===== src/rtl/ext_irq_pkg.sv =====
package ext_irq_pkg;

	// Clock rates; the fast clock is the module clock itself
	localparam int CLK_HZ  = 10_000_000;
	localparam int FC_HZ   = 10_000_000;
	localparam int FS_HZ   = 32_768;
	localparam int FC_CYC  = CLK_HZ / FC_HZ;
	// Slow clock enable divider, rounded down to whole cycles
	localparam int FS_DIV  = CLK_HZ / FS_HZ;
	localparam logic [8:0] FS_DIV_LAST = 9'(FS_DIV - 1);

	// Noise times in fast clock periods, as figures
	localparam int REJECT_ZERO_FC      = 2;
	localparam int ACCEPT_ZERO_FC      = 7;
	localparam int REJECT_ONE_LONG_FC  = 63;
	localparam int REJECT_ONE_SHORT_FC = 15;
	localparam int ACCEPT_ONE_SHORT_FC = 49;
	localparam int ACCEPT_ONE_LONG_FC  = 193;
	localparam int REJECT_THREE_FC     = 7;
	localparam int ACCEPT_THREE_FC     = 25;
	// Slow modes: reject below one slow period
	localparam int REJECT_SLOW_FS      = 1;
	localparam int NOISE_SWITCH_FC     = 64;

	// Filter thresholds in consecutive samples
	localparam logic [6:0] THR_ZERO      = 7'(REJECT_ZERO_FC * FC_CYC);
	localparam logic [6:0] THR_ONE_LONG  = 7'(REJECT_ONE_LONG_FC * FC_CYC);
	localparam logic [6:0] THR_ONE_SHORT = 7'(REJECT_ONE_SHORT_FC * FC_CYC);
	localparam logic [6:0] THR_THREE     = 7'(REJECT_THREE_FC * FC_CYC);
	// Two slow samples cannot both fall inside one slow period
	localparam logic [6:0] THR_SLOW      = 7'(REJECT_SLOW_FS + 1);

	// Register indices; byte address is four times the index
	localparam logic [7:0] CTRL_IDX   = 8'h37;
	localparam logic [7:0] LATCH_IDX  = 8'h40;
	localparam logic [7:0] ENABLE_IDX = 8'h41;
	localparam logic [7:0] MISC_IDX   = 8'h42;
	localparam int ADDR_W = 12;

	// Control register fields
	localparam int CTRL_NOISE_BIT = 7;
	localparam int CTRL_PINFN_BIT = 6;
	localparam int SENSE3_LSB     = 4;
	localparam int SENSE4_LSB     = 2;
	localparam int EDGE1_BIT      = 1;
	localparam logic [7:0] CTRL_RESET = 8'h00;
	localparam logic [7:0] CTRL_WMASK = 8'hfe;

	// Misc register fields
	localparam int MISC_MASTER_BIT = 0;
	localparam int MISC_ROUTE_BIT  = 1;
	localparam int MISC_SLOW_BIT   = 2;
	localparam logic [2:0] MISC_RESET = 3'h0;

	// Sensitivity encodings
	localparam logic [1:0] SENSE_RISE  = 2'h0;
	localparam logic [1:0] SENSE_FALL  = 2'h1;
	localparam logic [1:0] SENSE_BOTH  = 2'h2;
	localparam logic [1:0] SENSE_LEVEL = 2'h3;

	// Source slots, lowest index wins priority
	localparam int NUM_SRC   = 5;
	localparam int SRC_ZERO  = 0;
	localparam int SRC_ONE   = 1;
	localparam int SRC_THREE = 2;
	localparam int SRC_FOUR  = 3;
	localparam int SRC_FIVE  = 4;

	// Startup: load filters, then arm edge detection
	localparam logic [2:0] START_LOAD = 3'h2;
	localparam logic [2:0] START_DONE = 3'h4;

	// Bus responses
	localparam logic [1:0] RESP_OKAY   = 2'h0;
	localparam logic [1:0] RESP_SLVERR = 2'h2;

endpackage


===== src/rtl/external_interrupt_inputs.sv =====
`timescale 1ns/10ps
`default_nettype none
module external_interrupt_inputs
	import ext_irq_pkg::*;
(
	input  wire logic              clk,
	input  wire logic              rst_n,
	// AXI4-Lite slave
	input  wire logic [ADDR_W-1:0] awaddr,
	input  wire logic              awvalid,
	output var  logic              awready,
	input  wire logic [31:0]       wdata,
	input  wire logic [3:0]        wstrb,
	input  wire logic              wvalid,
	output var  logic              wready,
	output var  logic [1:0]        bresp,
	output var  logic              bvalid,
	input  wire logic              bready,
	input  wire logic [ADDR_W-1:0] araddr,
	input  wire logic              arvalid,
	output var  logic              arready,
	output var  logic [31:0]       rdata,
	output var  logic [1:0]        rresp,
	output var  logic              rvalid,
	input  wire logic              rready,
	// Interrupt pins
	input  wire logic              sharedPortPin,
	input  wire logic              extIrqOne,
	input  wire logic              extIrqThree,
	input  wire logic              extIrqFour,
	input  wire logic              extIrqFive,
	// Core side
	input  wire logic              timerFourIrq,
	input  wire logic              acceptStrobe,
	output var  logic              reqValid,
	output var  logic [2:0]        reqSource,
	output var  logic              portInValue
);
	// One-hot decode of a byte address: {misc, enable, latch, ctrl}
	function automatic logic [3:0] decodeAddr(input logic [ADDR_W-1:0] a);
		logic [3:0] hit;
		hit = 4'h0;
		if (a[1:0] == 2'h0) begin
			hit[0] = (a[ADDR_W-1:2] == 10'(CTRL_IDX));
			hit[1] = (a[ADDR_W-1:2] == 10'(LATCH_IDX));
			hit[2] = (a[ADDR_W-1:2] == 10'(ENABLE_IDX));
			hit[3] = (a[ADDR_W-1:2] == 10'(MISC_IDX));
		end
		return hit;
	endfunction
	// Sensitivity match for the selectable inputs
	function automatic logic senseHit(input logic [1:0] sel,
		input logic rise, input logic fall, input logic lvl,
		input logic armed);
		logic hit;
		hit = 1'b0;
		case (sel)
			SENSE_RISE:  hit = rise;
			SENSE_FALL:  hit = fall;
			SENSE_BOTH:  hit = rise | fall;
			SENSE_LEVEL: hit = lvl & armed;
			default:     hit = 1'b0;
		endcase
		return hit;
	endfunction
	logic              rstMeta_r;     // Reset release, first stage
	logic              rstSyncN;      // Reset release, used everywhere
	logic [NUM_SRC-1:0] pinMeta_r;    // Pin synchroniser, first stage
	logic [NUM_SRC-1:0] pinSync_r;    // Pin synchroniser, second stage
	logic [NUM_SRC-1:0] pinVec;       // Pins gathered by slot
	logic [NUM_SRC-1:0] filt;         // Filtered levels
	logic [NUM_SRC-1:0] filtPrev_r;   // Filtered levels, one cycle old
	logic [NUM_SRC-1:0] rise;         // Filtered rising edges
	logic [NUM_SRC-1:0] fall;         // Filtered falling edges
	logic [NUM_SRC-1:0] setEv;        // Latch set events
	logic [NUM_SRC-1:0] latch_r;      // Interrupt latches
	logic [NUM_SRC-1:0] enable_r;     // Per-source enables
	logic [NUM_SRC-1:0] pending;      // Latched and enabled
	logic [NUM_SRC-1:0] swClear;      // Software write-one clear
	logic [NUM_SRC-1:0] ackClear;     // Clear by acceptance
	logic [6:0]        thr [NUM_SRC]; // Filter threshold per slot
	logic [1:0]        armed_r;       // Level mode armed, three and four
	logic [7:0]        ctrl_r;        // External interrupt control
	logic [2:0]        misc_r;        // Master, route, slow mode
	logic [8:0]        fsCnt_r;       // Slow clock divider
	logic              fsTick_r;      // Slow clock enable pulse
	logic              sampleEn;      // Filter sample enable
	logic [2:0]        startCnt_r;    // Startup sequencer
	logic              started;       // Edge detection live
	logic              filtLoad;      // Filters take pin level
	logic              slowMode;      // Low-speed or sleep clocking
	logic              ev3;           // Input three event
	logic              ev4;           // Input four event
	logic              accepted;      // Core took the request
	logic              awHeld_r;      // Write address captured
	logic              wHeld_r;       // Write data captured
	logic [ADDR_W-1:0] awAddr_r;      // Captured write address
	logic [31:0]       wData_r;       // Captured write data
	logic              wLane0_r;      // Low byte lane enabled
	logic              doWrite;       // Both halves present
	logic [3:0]        wHit;          // Write decode
	logic [3:0]        rHit;          // Read decode
	logic [2:0]        firstSrc;      // Highest priority pending
	// Asynchronous assert, synchronous release of reset
	always_ff @(posedge clk or negedge rst_n) begin
		if (!rst_n) begin
			rstMeta_r <= 1'b0;
			rstSyncN  <= 1'b0;
		end else begin
			rstMeta_r <= 1'b1;
			rstSyncN  <= rstMeta_r;
		end
	end
	assign pinVec   = {extIrqFive, extIrqFour, extIrqThree, extIrqOne,
		sharedPortPin};
	assign slowMode = misc_r[MISC_SLOW_BIT];
	always_ff @(posedge clk or negedge rstSyncN) begin
		if (!rstSyncN) begin
			pinMeta_r <= '0;
			pinSync_r <= '0;
		end else begin
			pinMeta_r <= pinVec;
			pinSync_r <= pinMeta_r;
		end
	end
	always_ff @(posedge clk or negedge rstSyncN) begin
		if (!rstSyncN) begin
			portInValue <= 1'b0;
		end else begin
			portInValue <= pinSync_r[SRC_ZERO];
		end
	end
	always_ff @(posedge clk or negedge rstSyncN) begin
		if (!rstSyncN) begin
			fsCnt_r  <= 9'h000;
			fsTick_r <= 1'b0;
		end else if (fsCnt_r == FS_DIV_LAST) begin
			fsCnt_r  <= 9'h000;
			fsTick_r <= 1'b1;
		end else begin
			fsCnt_r  <= fsCnt_r + 9'h001;
			fsTick_r <= 1'b0;
		end
	end
	// sample on fast or slow clock by mode
	assign sampleEn = slowMode ? fsTick_r : 1'b1;
	// Startup waits for synchronised pins, then primes filters
	always_ff @(posedge clk or negedge rstSyncN) begin
		if (!rstSyncN) begin
			startCnt_r <= 3'h0;
		end else if (startCnt_r != START_DONE) begin
			startCnt_r <= startCnt_r + 3'h1;
		end
	end
	assign filtLoad = (startCnt_r == START_LOAD);
	assign started  = (startCnt_r == START_DONE);
	// Thresholds chosen live, so a noise select write acts at once
	// select acts immediately
	always_comb begin
		// short filter for zero and five
		thr[SRC_ZERO]  = THR_ZERO;
		thr[SRC_FIVE]  = THR_ZERO;
		// noise select picks long or short
		thr[SRC_ONE]   = ctrl_r[CTRL_NOISE_BIT] ? THR_ONE_SHORT
			: THR_ONE_LONG;
		// medium filter for three and four
		thr[SRC_THREE] = THR_THREE;
		thr[SRC_FOUR]  = THR_THREE;
		// slow modes use two slow samples
		if (slowMode) begin
			for (int i = 0; i < NUM_SRC; i++) begin
				thr[i] = THR_SLOW;
			end
		end
	end
	generate
		for (genvar g = 0; g < NUM_SRC; g++) begin : gFilt
			noise_filter uFilt (
				.clk       (clk),
				.rstSyncN  (rstSyncN),
				.sampleEn  (sampleEn),
				.threshold (thr[g]),
				.load      (filtLoad),
				.din       (pinSync_r[g]),
				.dout      (filt[g])
			);
		end
	endgenerate
	// Edge detection history
	always_ff @(posedge clk or negedge rstSyncN) begin
		if (!rstSyncN) begin
			filtPrev_r <= '0;
		end else begin
			filtPrev_r <= filt;
		end
	end
	assign rise = started ? (filt & ~filtPrev_r) : '0;
	assign fall = started ? (~filt & filtPrev_r) : '0;
	// level mode armed by a rising edge after reset
	always_ff @(posedge clk or negedge rstSyncN) begin
		if (!rstSyncN) begin
			armed_r <= 2'h0;
		end else begin
			armed_r <= armed_r | {rise[SRC_FOUR], rise[SRC_THREE]};
		end
	end
	// two-bit sensitivity for three and four
	assign ev3 = senseHit(ctrl_r[SENSE3_LSB +: 2], rise[SRC_THREE],
		fall[SRC_THREE], filt[SRC_THREE], armed_r[0]);
	assign ev4 = senseHit(ctrl_r[SENSE4_LSB +: 2], rise[SRC_FOUR],
		fall[SRC_FOUR], filt[SRC_FOUR], armed_r[1]);
	// Latch set events per slot
	always_comb begin
		setEv[SRC_ZERO]  = fall[SRC_ZERO] & ctrl_r[CTRL_PINFN_BIT];
		setEv[SRC_ONE]   = ctrl_r[EDGE1_BIT] ? fall[SRC_ONE]
			: rise[SRC_ONE];
		// route picks input three or timer
		setEv[SRC_THREE] = misc_r[MISC_ROUTE_BIT] ? ev3 : timerFourIrq;
		setEv[SRC_FOUR]  = ev4;
		setEv[SRC_FIVE]  = fall[SRC_FIVE];
	end
	// Priority pick: lowest pending slot
	always_comb begin
		firstSrc = 3'h0;
		for (int i = NUM_SRC - 1; i >= 0; i--) begin
			if (pending[i]) begin
				firstSrc = 3'(i);
			end
		end
	end
	assign pending  = latch_r & enable_r;
	assign accepted = acceptStrobe & reqValid;
	assign ackClear = accepted ? (NUM_SRC'(1) << reqSource) : '0;
	assign swClear  = (doWrite & wHit[1] & wLane0_r)
		? wData_r[NUM_SRC-1:0] : '0;
	// latch set the cycle after the filtered edge
	always_ff @(posedge clk or negedge rstSyncN) begin
		if (!rstSyncN) begin
			latch_r <= '0;
		end else begin
			// A new event wins over a clear in the same cycle
			latch_r <= (latch_r & ~(swClear | ackClear)) | setEv;
		end
	end
	// request only with master flag set
	always_ff @(posedge clk or negedge rstSyncN) begin
		if (!rstSyncN) begin
			reqValid  <= 1'b0;
			reqSource <= 3'h0;
		end else if (accepted) begin
			// Drop at once; the master flag is now being cleared
			reqValid  <= 1'b0;
		end else begin
			reqValid  <= misc_r[MISC_MASTER_BIT] & (|pending);
			reqSource <= firstSrc;
		end
	end
	// control register, bit 0 not stored
	always_ff @(posedge clk or negedge rstSyncN) begin
		if (!rstSyncN) begin
			ctrl_r <= CTRL_RESET;
		end else if (doWrite && wHit[0] && wLane0_r) begin
			ctrl_r <= wData_r[7:0] & CTRL_WMASK;
		end
	end
	// Enable register
	always_ff @(posedge clk or negedge rstSyncN) begin
		if (!rstSyncN) begin
			enable_r <= '0;
		end else if (doWrite && wHit[2] && wLane0_r) begin
			enable_r <= wData_r[NUM_SRC-1:0];
		end
	end
	always_ff @(posedge clk or negedge rstSyncN) begin
		if (!rstSyncN) begin
			misc_r <= MISC_RESET;
		end else if (doWrite && wHit[3] && wLane0_r) begin
			// Software write wins over a same-cycle acceptance
			misc_r <= wData_r[2:0];
		end else if (accepted) begin
			misc_r[MISC_MASTER_BIT] <= 1'b0;
		end
	end
	assign doWrite = awHeld_r & wHeld_r & ~bvalid;
	assign wHit    = decodeAddr(awAddr_r);
	assign rHit    = decodeAddr(araddr);
	// Write address channel, taken independently of data
	always_ff @(posedge clk or negedge rstSyncN) begin
		if (!rstSyncN) begin
			awready  <= 1'b0;
			awHeld_r <= 1'b0;
			awAddr_r <= '0;
		end else if (awvalid && awready) begin
			awready  <= 1'b0;
			awHeld_r <= 1'b1;
			awAddr_r <= awaddr;
		end else if (doWrite) begin
			awHeld_r <= 1'b0;
		end else if (!awHeld_r && !bvalid) begin
			awready  <= 1'b1;
		end
	end
	// Write data channel, taken independently of address
	always_ff @(posedge clk or negedge rstSyncN) begin
		if (!rstSyncN) begin
			wready   <= 1'b0;
			wHeld_r  <= 1'b0;
			wData_r  <= '0;
			wLane0_r <= 1'b0;
		end else if (wvalid && wready) begin
			wready   <= 1'b0;
			wHeld_r  <= 1'b1;
			wData_r  <= wdata;
			wLane0_r <= wstrb[0];
		end else if (doWrite) begin
			wHeld_r  <= 1'b0;
		end else if (!wHeld_r && !bvalid) begin
			wready   <= 1'b1;
		end
	end
	// Write response; unmapped addresses answer SLVERR
	always_ff @(posedge clk or negedge rstSyncN) begin
		if (!rstSyncN) begin
			bvalid <= 1'b0;
			bresp  <= RESP_OKAY;
		end else if (doWrite) begin
			bvalid <= 1'b1;
			bresp  <= (|wHit) ? RESP_OKAY : RESP_SLVERR;
		end else if (bvalid && bready) begin
			bvalid <= 1'b0;
		end
	end
	// Read channel: one read in flight, data a cycle after address
	always_ff @(posedge clk or negedge rstSyncN) begin
		if (!rstSyncN) begin
			arready <= 1'b0;
			rvalid  <= 1'b0;
			rdata   <= 32'h0000_0000;
			rresp   <= RESP_OKAY;
		end else if (arvalid && arready) begin
			arready <= 1'b0;
			rvalid  <= 1'b1;
			rresp   <= (|rHit) ? RESP_OKAY : RESP_SLVERR;
			// Unused bits and unmapped addresses read zero
			rdata   <= rHit[0] ? {24'h0, ctrl_r}
				: rHit[1] ? {27'h0, latch_r}
				: rHit[2] ? {27'h0, enable_r}
				: rHit[3] ? {29'h0, misc_r} : 32'h0000_0000;
		end else if (rvalid && rready) begin
			rvalid  <= 1'b0;
			arready <= 1'b1;
		end else if (!rvalid) begin
			arready <= 1'b1;
		end
	end
endmodule
`default_nettype wire


===== src/rtl/noise_filter.sv =====
`timescale 1ns/10ps
`default_nettype none
module noise_filter
	import ext_irq_pkg::*;
(
	input  wire logic       clk,
	input  wire logic       rstSyncN,
	input  wire logic       sampleEn,
	input  wire logic [6:0] threshold,
	input  wire logic       load,
	input  wire logic       din,
	output var  logic       dout
);

	logic [6:0] runCnt_r;   // Consecutive samples differing from dout

	// Output flips only after threshold differing samples in a row
	always_ff @(posedge clk or negedge rstSyncN) begin
		if (!rstSyncN) begin
			dout     <= 1'b0;
			runCnt_r <= 7'h00;
		end else if (load) begin
			// Take the pin level so a held pin is no edge
			dout     <= din;
			runCnt_r <= 7'h00;
		end else if (sampleEn) begin
			if (din == dout) begin
				runCnt_r <= 7'h00;
			end else if (runCnt_r + 7'h01 >= threshold) begin
				dout     <= din;
				runCnt_r <= 7'h00;
			end else begin
				runCnt_r <= runCnt_r + 7'h01;
			end
		end
	end

endmodule
`default_nettype wire


===== config.mk =====
export PLATFORM = sky130hd
export DESIGN_NAME = external_interrupt_inputs
export DESIGN_NICKNAME = d
export VERILOG_FILES = /design/src/rtl/ext_irq_pkg.sv /design/src/rtl/external_interrupt_inputs.sv /design/src/rtl/noise_filter.sv
export SDC_FILE = /design/constraint.sdc
export NUM_CORES = 1
export LEC_CHECK = 0
export ABC_CLOCK_PERIOD_IN_PS = 6400
export BUFFER_PORTS_ARGS = -buffer_cell sky130_fd_sc_hd__buf_2
export CORE_UTILIZATION = 40
export CTS_CLUSTER_DIAMETER = 200
export DETAILED_ROUTE_END_ITERATION = 8
export PLACE_DENSITY = 0.62
export SETUP_SLACK_MARGIN = 0.2
export SYNTH_ARGS = -nofsm -noshare
export SYNTH_HDL_FRONTEND = slang
export SYNTH_SLANG_ARGS = --single-unit

===== constraint.sdc =====
create_clock -name clk -period 6.4 [get_ports clk]
set_input_delay 1.28 -clock clk [delete_from_list [all_inputs] [get_ports clk]]
set_output_delay 1.28 -clock clk [all_outputs]
set_load 0.005 [all_outputs]

# Word level (Yosys, flattened, before mapping)

Index checks and enable logic that the tools add are counted.

Order comparisons: 5
Shifts and indexed selects: 1
Equality and inequality tests: 31
Add/subtract/negate cells: 7
Bitwise logic cells: 22
Multiplexer cells: 85
Reductions and logical operators: 43

Operators with widths:

| cell                  | count |
|---|---|
| $mux W7               | 20 |
| $eq A10 B7 Y1 const B | 6 |
| $mux W1               | 43 |
| $add A7 B1 Y7 const B | 5 |
| $mux W27              | 1 |
| $reduce_bool A2 Y1    | 13 |
| $mux W5               | 5 |
| $ge A7 B7 Y1          | 3 |
| $eq A10 B6 Y1 const B | 2 |
| $mux W3               | 6 |
| $and A5 B5 Y5         | 3 |
| $reduce_and A3 Y1     | 5 |
| $logic_and A1 B1 Y1   | 13 |
| $mux W4               | 3 |
| $ne A2 B2 Y1 const B  | 5 |
| $not A5 Y5            | 2 |
| $or A5 B5 Y5          | 2 |
| $add A9 B1 Y9 const B | 1 |
| $and A1 B1 Y1         | 9 |
| $eq A9 B9 Y1 const B  | 1 |
| $mux W9               | 1 |
| $eq A2 B2 Y1 const B  | 4 |
| $logic_not A2 Y1      | 4 |
| $mux W8               | 1 |
| 23 further kinds      | 36 |

Bits in registers: 161
Output and inout bits: 46
Bits of input ports: 74
Logic and storage cells: 234

# Logic depth before layout (Yosys ltp)

Word-level depth: 9
Mapped depth: 9
Gate-level depth less buffers: 9

# Modules after synthesis

A second synthesis with hierarchy kept.

Cell total of the unflattened synthesis: 680
Area, all modules: 7378.3 sq um

By module, submodules not included:

| module                    | times used | area an instance (sq um) | cells an instance | sequential area each (sq um) |
|---|---|---|---|---|
| external_interrupt_inputs | 1          | 4156.5                   | 340               | 2377.3 |
| noise_filter              | 5          | 644.4                    | 68                | 200.2 |

# Least setup slack after synthesis

Ideal clock, no wire load.

Path kind: input -> register
Start: input port araddr[11]
End: register rresp[1]
Cell stages on the path: 5
Path buffers: 0
Library setup time: 0.118 ns
Setup slack: 4.018 ns
Required time: 6.282 ns
Data arrival time: 2.264 ns
Cell sequence: nor4_1 nand2_1 nor3_2 a211oi_1 a21o_1

Longest elaborated chain between the ends: 4
Elaborated cells between the ends (all ways): 7
Those cells by class: 4 x eq/ne; 2 x mux; 1 x reduce/logical

RTL lines:

| what                                  | RTL line                         | source |
|---|---|---|
| start: declaration                    | external_interrupt_inputs.sv:19  | `input wire logic [ADDR_W-1:0] araddr,` |
| $eq A10 B6 Y1 (tied with other cells) | external_interrupt_inputs.sv:44  | `hit[0] = (a[ADDR_W-1:2] == 10'(CTRL_IDX));` |
| $mux W4 *                             | external_interrupt_inputs.sv:43  | `if (a[1:0] == 2'h0) begin` |
| $reduce_or A4 Y1 *                    | external_interrupt_inputs.sv:343 | `rresp <= (\|rHit) ? RESP_OKAY : RESP_SLVERR;` |
| $mux W2 *                             | external_interrupt_inputs.sv:343 |  |
| end signal: assignment                | external_interrupt_inputs.sv:343 |  |
| end: declaration                      | external_interrupt_inputs.sv:23  | `output var logic [1:0] rresp,` |

Every way passes the cells marked *; elsewhere a longest branch is shown, timed or not.
A chain may end at the register's enable or synchronous reset.

# Final worst setup path

Start: register misc_r[2]
End: register gFilt[2].uFilt.dout

Longest elaborated chain between the ends: 4
Elaborated cells between the ends (all ways): 6
Those cells by class: 1 x order compare; 2 x mux; 3 x reduce/logical

RTL lines:

| what                                 | RTL line                         | source |
|---|---|---|
| start: declaration                   | external_interrupt_inputs.sv:84  | `logic [2:0] misc_r;` |
| start signal: assignment             | external_interrupt_inputs.sv:279 | `misc_r <= wData_r[2:0];` |
| $mux W27                             | external_interrupt_inputs.sv:170 | `if (slowMode) begin` |
| $ge A7 B7 Y1                         | noise_filter.sv:29               | `end else if (runCnt_r + 7'h01 >= threshold) begin` |
| $reduce_bool A2 Y1 (no source line)  | n/a                              |  |
| $reduce_and A3 Y1 (no source line) * | n/a                              |  |
| end signal: assignment               | noise_filter.sv:24               | `dout <= din;` |
| end signal: assignment               | noise_filter.sv:30               | `dout <= din;` |
| end: declaration                     | noise_filter.sv:12               | `output var logic dout` |

Marked as above.

==> impl_metrics.csv <==
group,metric,value,unit
timing,fin_crit,2.58,ns
clock_tree,insertion_delay,0.42,ns
pwr,ir_drop,0.220,mV
pwr,leakage,3.55,nW
route,ant_nets,0,
timing,drv_slew,0,
die,die-height,128,µm
clock_tree,cts_buffers,17,
clock_tree,cts_buffer_depth,2,
die,dieArea,0.0164,mm²
synthesis,synth-edff-count,0,
placed_design,dpl_worst_slack,3.71,ns
timing,skew,0.00883,ns
grt,grt_antenna_before_repair,0,
timing,timing.fmax,388,MHz
clock_tree,cts_root_buf,"clkbuf_16",
synthesis,synth-seq-cells,135,
grt,grt_usage,16.5,%
final_layout,mostFrequentLayoutCells,"dfrtp_1 (134), buf_2 (66), nand2_1 (58), mux2_2 (33), nor2_1 (30)",
pwr,power_density,336,mW/mm²
timing,worstMarginPinSlew,1.08,ns
final_layout,drive_gt1_share,22.9,%
placed_design,dp_hpwl,8610,µm
synthesis,synthesis.area,0.00637,mm²
timing,fin_crit_sh,40.3,%
run_status,outcome,"complete, no violations",
die,start_util,41.5,%
synthesis,synth_top_family_by_area,"simple AND/OR/NAND/NOR gates",
die,coreArea,0.0154,mm²
clock_tree,ctsResizeCount,0,
timing,rsz0062_at_grt,"false",
synthesis,synthArstFlopShare,100,%
synthesis,syn-instance-count,567,
placed_design,port_buffers,66,
pwr,clkPwrFrac,37.6,%
pwr,power_frac_comb,15.8,%
clock_tree,post-cts-setup-buffers,0,
route,post-route-drc-count,0,
timing,setup_viol,0,
worst_setup_path,required,6.70,ns
clock_tree,clk_pin_slew_worst_paths,0.06,ns
synthesis,synth_compound_area_share,10.5,%
timing,fin_tns_setup,0,ns
route,drt_wl_total,12300,µm
job,maxCapViolations,0,
die,ios,120,
grt,grt-ovfl-total,0,
worst_setup_path,critPathKind,"register to register",
die,std_cell_rows,45,
placed_design,gp_congestion,0.831,
route,first_iter_violations,237,
synthesis,synth_area_leader_cell,"dfrtp_1",
synthesis,synth_area_leaders,"dfrtp_1 (53%), mux2_2 (5.8%), ha_1 (4.1%), nand2_1 (3.4%), buf_4 (3.2%)",
worst_setup_path,start_kind,"register",
final_layout,insertedDiodeCount,0,
grt,grt_max_degree,87,
pwr,p_int,1.81,mW
synthesis,seq_area_frac_synth,53.0,%
route,vias,4387,
synthesis,synth_fa_ha_area_share,4.12,%
clock_tree,cts_tree,"done",
grt,grt_pass1_vias,4353,
synthesis,yosysTopAreaCellShare,53.0,%
min_path,hold_class,"register to register",
pwr,swShare,27.2,%
pwr,switchingPower,676,µW
timing,hold_viol_final,0,
synthesis,synth-xor-area-share,3.16,%
timing,slew_headroom,27.9,%
pwr,seqPwrFrac,46.6,%
route,routedWlPerCell,14.2,µm
worst_setup_path,cp.arrival,2.88,ns
final_layout,fin_nets,735,
die,fp.dieW,128,µm
synthesis,synthSimpleGateAreaFrac,16.1,%
route,drt_pass1_iterations,4,
synthesis,synth-warning-count,0,
timing,fin_ws,3.82,ns
synthesis,ys.flop_type,"dfrtp_1",
worst_setup_path,cp_max_fo,10,
clock_tree,htreeDepth,4,
final_layout,syn_to_final_growth,16.2,%
synthesis,ys_types,65,
clock_tree,cts.sinks,135,
clock_tree,hold_buffers,0,
route,viasPerCell,5.08,
worst_setup_path,endpoint_kind,"register",
synthesis,syn_area_per_cell,11.2,µm²
final_layout,layout_commonest_cell,"dfrtp_1",
grt,grt_first_pass_wirelength,21000,µm
synthesis,muxShareOfSynthArea,8.09,%
==> critical path: stages, from the launching register on <==
cell and delay, ns:
dfrtp_1 0.61, inv_1 0.18, ha_1 0.32, nand2b_1 0.14
a311o_1 0.39, a2111oi_4 0.45, nor2_2 0.07, mux2_4 0.30
==> cell usage after synthesis (all sizes together) (3+ instances only) <==
| cell | instances |
|---|---|
| a22oi | 3 |
| a311oi | 4 |
| nor3 | 4 |
| o21ai | 29 |
| a21o | 7 |
| a31oi | 4 |
| and3 | 21 |
| nor2 | 32 |
| o22ai | 3 |
| nand4 | 10 |
| ha | 21 |
| o21a | 4 |
| or3 | 4 |
| xnor2 | 11 |
| inv | 17 |
| mux2i | 5 |
| a22o | 5 |
| a21oi | 9 |
| nand2b | 10 |
| o31ai | 7 |
| nor4b | 3 |
| nand3 | 24 |
| or2 | 3 |
| mux2 | 40 |
| clkbuf | 11 |
| nor4 | 8 |
| dfrtp | 135 |
| xor2 | 12 |
| buf | 29 |
| nand2 | 58 |
| nor2b | 5 |
==> layout make-up <==
cell class	instances	area [µm²]
fill	1435	7970
multi-input combinational	400	2770
inverter	17	63.8
clock buffer	24	472
tap	211	264
timing repair buffer	69	353
clock inverter	7	97.6
sequential	135	3380
==> cell families (layout without fill, tap and decap cells) <==
group | Yosys count | count (layout)
adder cells (fa/ha/maj) | 21 | 21
buffers and inverters | 57 | 117
AND/OR/NAND/NOR | 192 | 192
AO/OA/AOI/OAI | 92 | 92
multiplexers | 45 | 45
other | 2 | 27
flip-flops | 135 | 135
XOR/XNOR | 23 | 23
==> registers in the layout, summed over array words and instances, names as in the netlist, 2 cells and up <==
register / count
gFilt.uFilt.runCnt_r: 35
awAddr_r: 12
fsCnt_r: 9
rdata: 8
wData_r: 8
ctrl_r: 7
enable_r: 5
filtPrev_r: 5
gFilt.uFilt.dout: 5
latch_r: 5
pinMeta_r: 5
pinSync_r: 5
misc_r: 3
reqSource: 3
startCnt_r: 3
armed_r: 2
==> power groups by stage <==
stage          combinational, mW  sequential, mW  clock [mW]
2_1_floorplan              0.322            1.13           0
3_3_place_gp               0.380            1.17           0
3_5_place_dp               0.397            1.17           0
4_1_cts                    0.397            1.16       0.960
5_1_grt                    0.445            1.19        1.00
6_report                   0.393            1.16       0.936
==> layer usage <==
metal	up-vias	track usage, %	wire, µm
li1	2121	-	-
met1	2149	22.3	6010
met2	99	24.8	5490
met3	18	4.80	575
met4	0	6.71	188
met5	-	0	0
==> final timing paths <==
path / start / endpoint / slack, ns / depth (start not counted)
max in group asynchronous: rstSyncN / gFilt[1].uFilt.runCnt_r[2] / 4.64 / 1
max: misc_r[2] / gFilt[2].uFilt.dout / 3.82 / 7
max reg2reg: misc_r[2] / gFilt[2].uFilt.dout / 3.82 / 7
min reg2reg: pinMeta_r[1] / pinSync_r[1] / 0.35 / 0
min: pinMeta_r[1] / pinSync_r[1] / 0.35 / 0
min in group asynchronous: rstSyncN / portInValue / 0.55 / 0
==> through the flow <==
step	utilization (%)	hold slack [ns]	area, µm²	std cells	power (mW)
after floorplan	-	0.331	6470	592	1.45
after global placement	44.5	0.336	6840	832	1.54
after detailed placement	44.5	0.335	6840	832	1.57
after CTS	48.2	0.347	7400	863	2.52
after global routing	48.2	0.353	7400	863	2.64
final	48.2	0.346	7400	863	2.49
No activity file was read; power rests on OpenSTA's default activity.
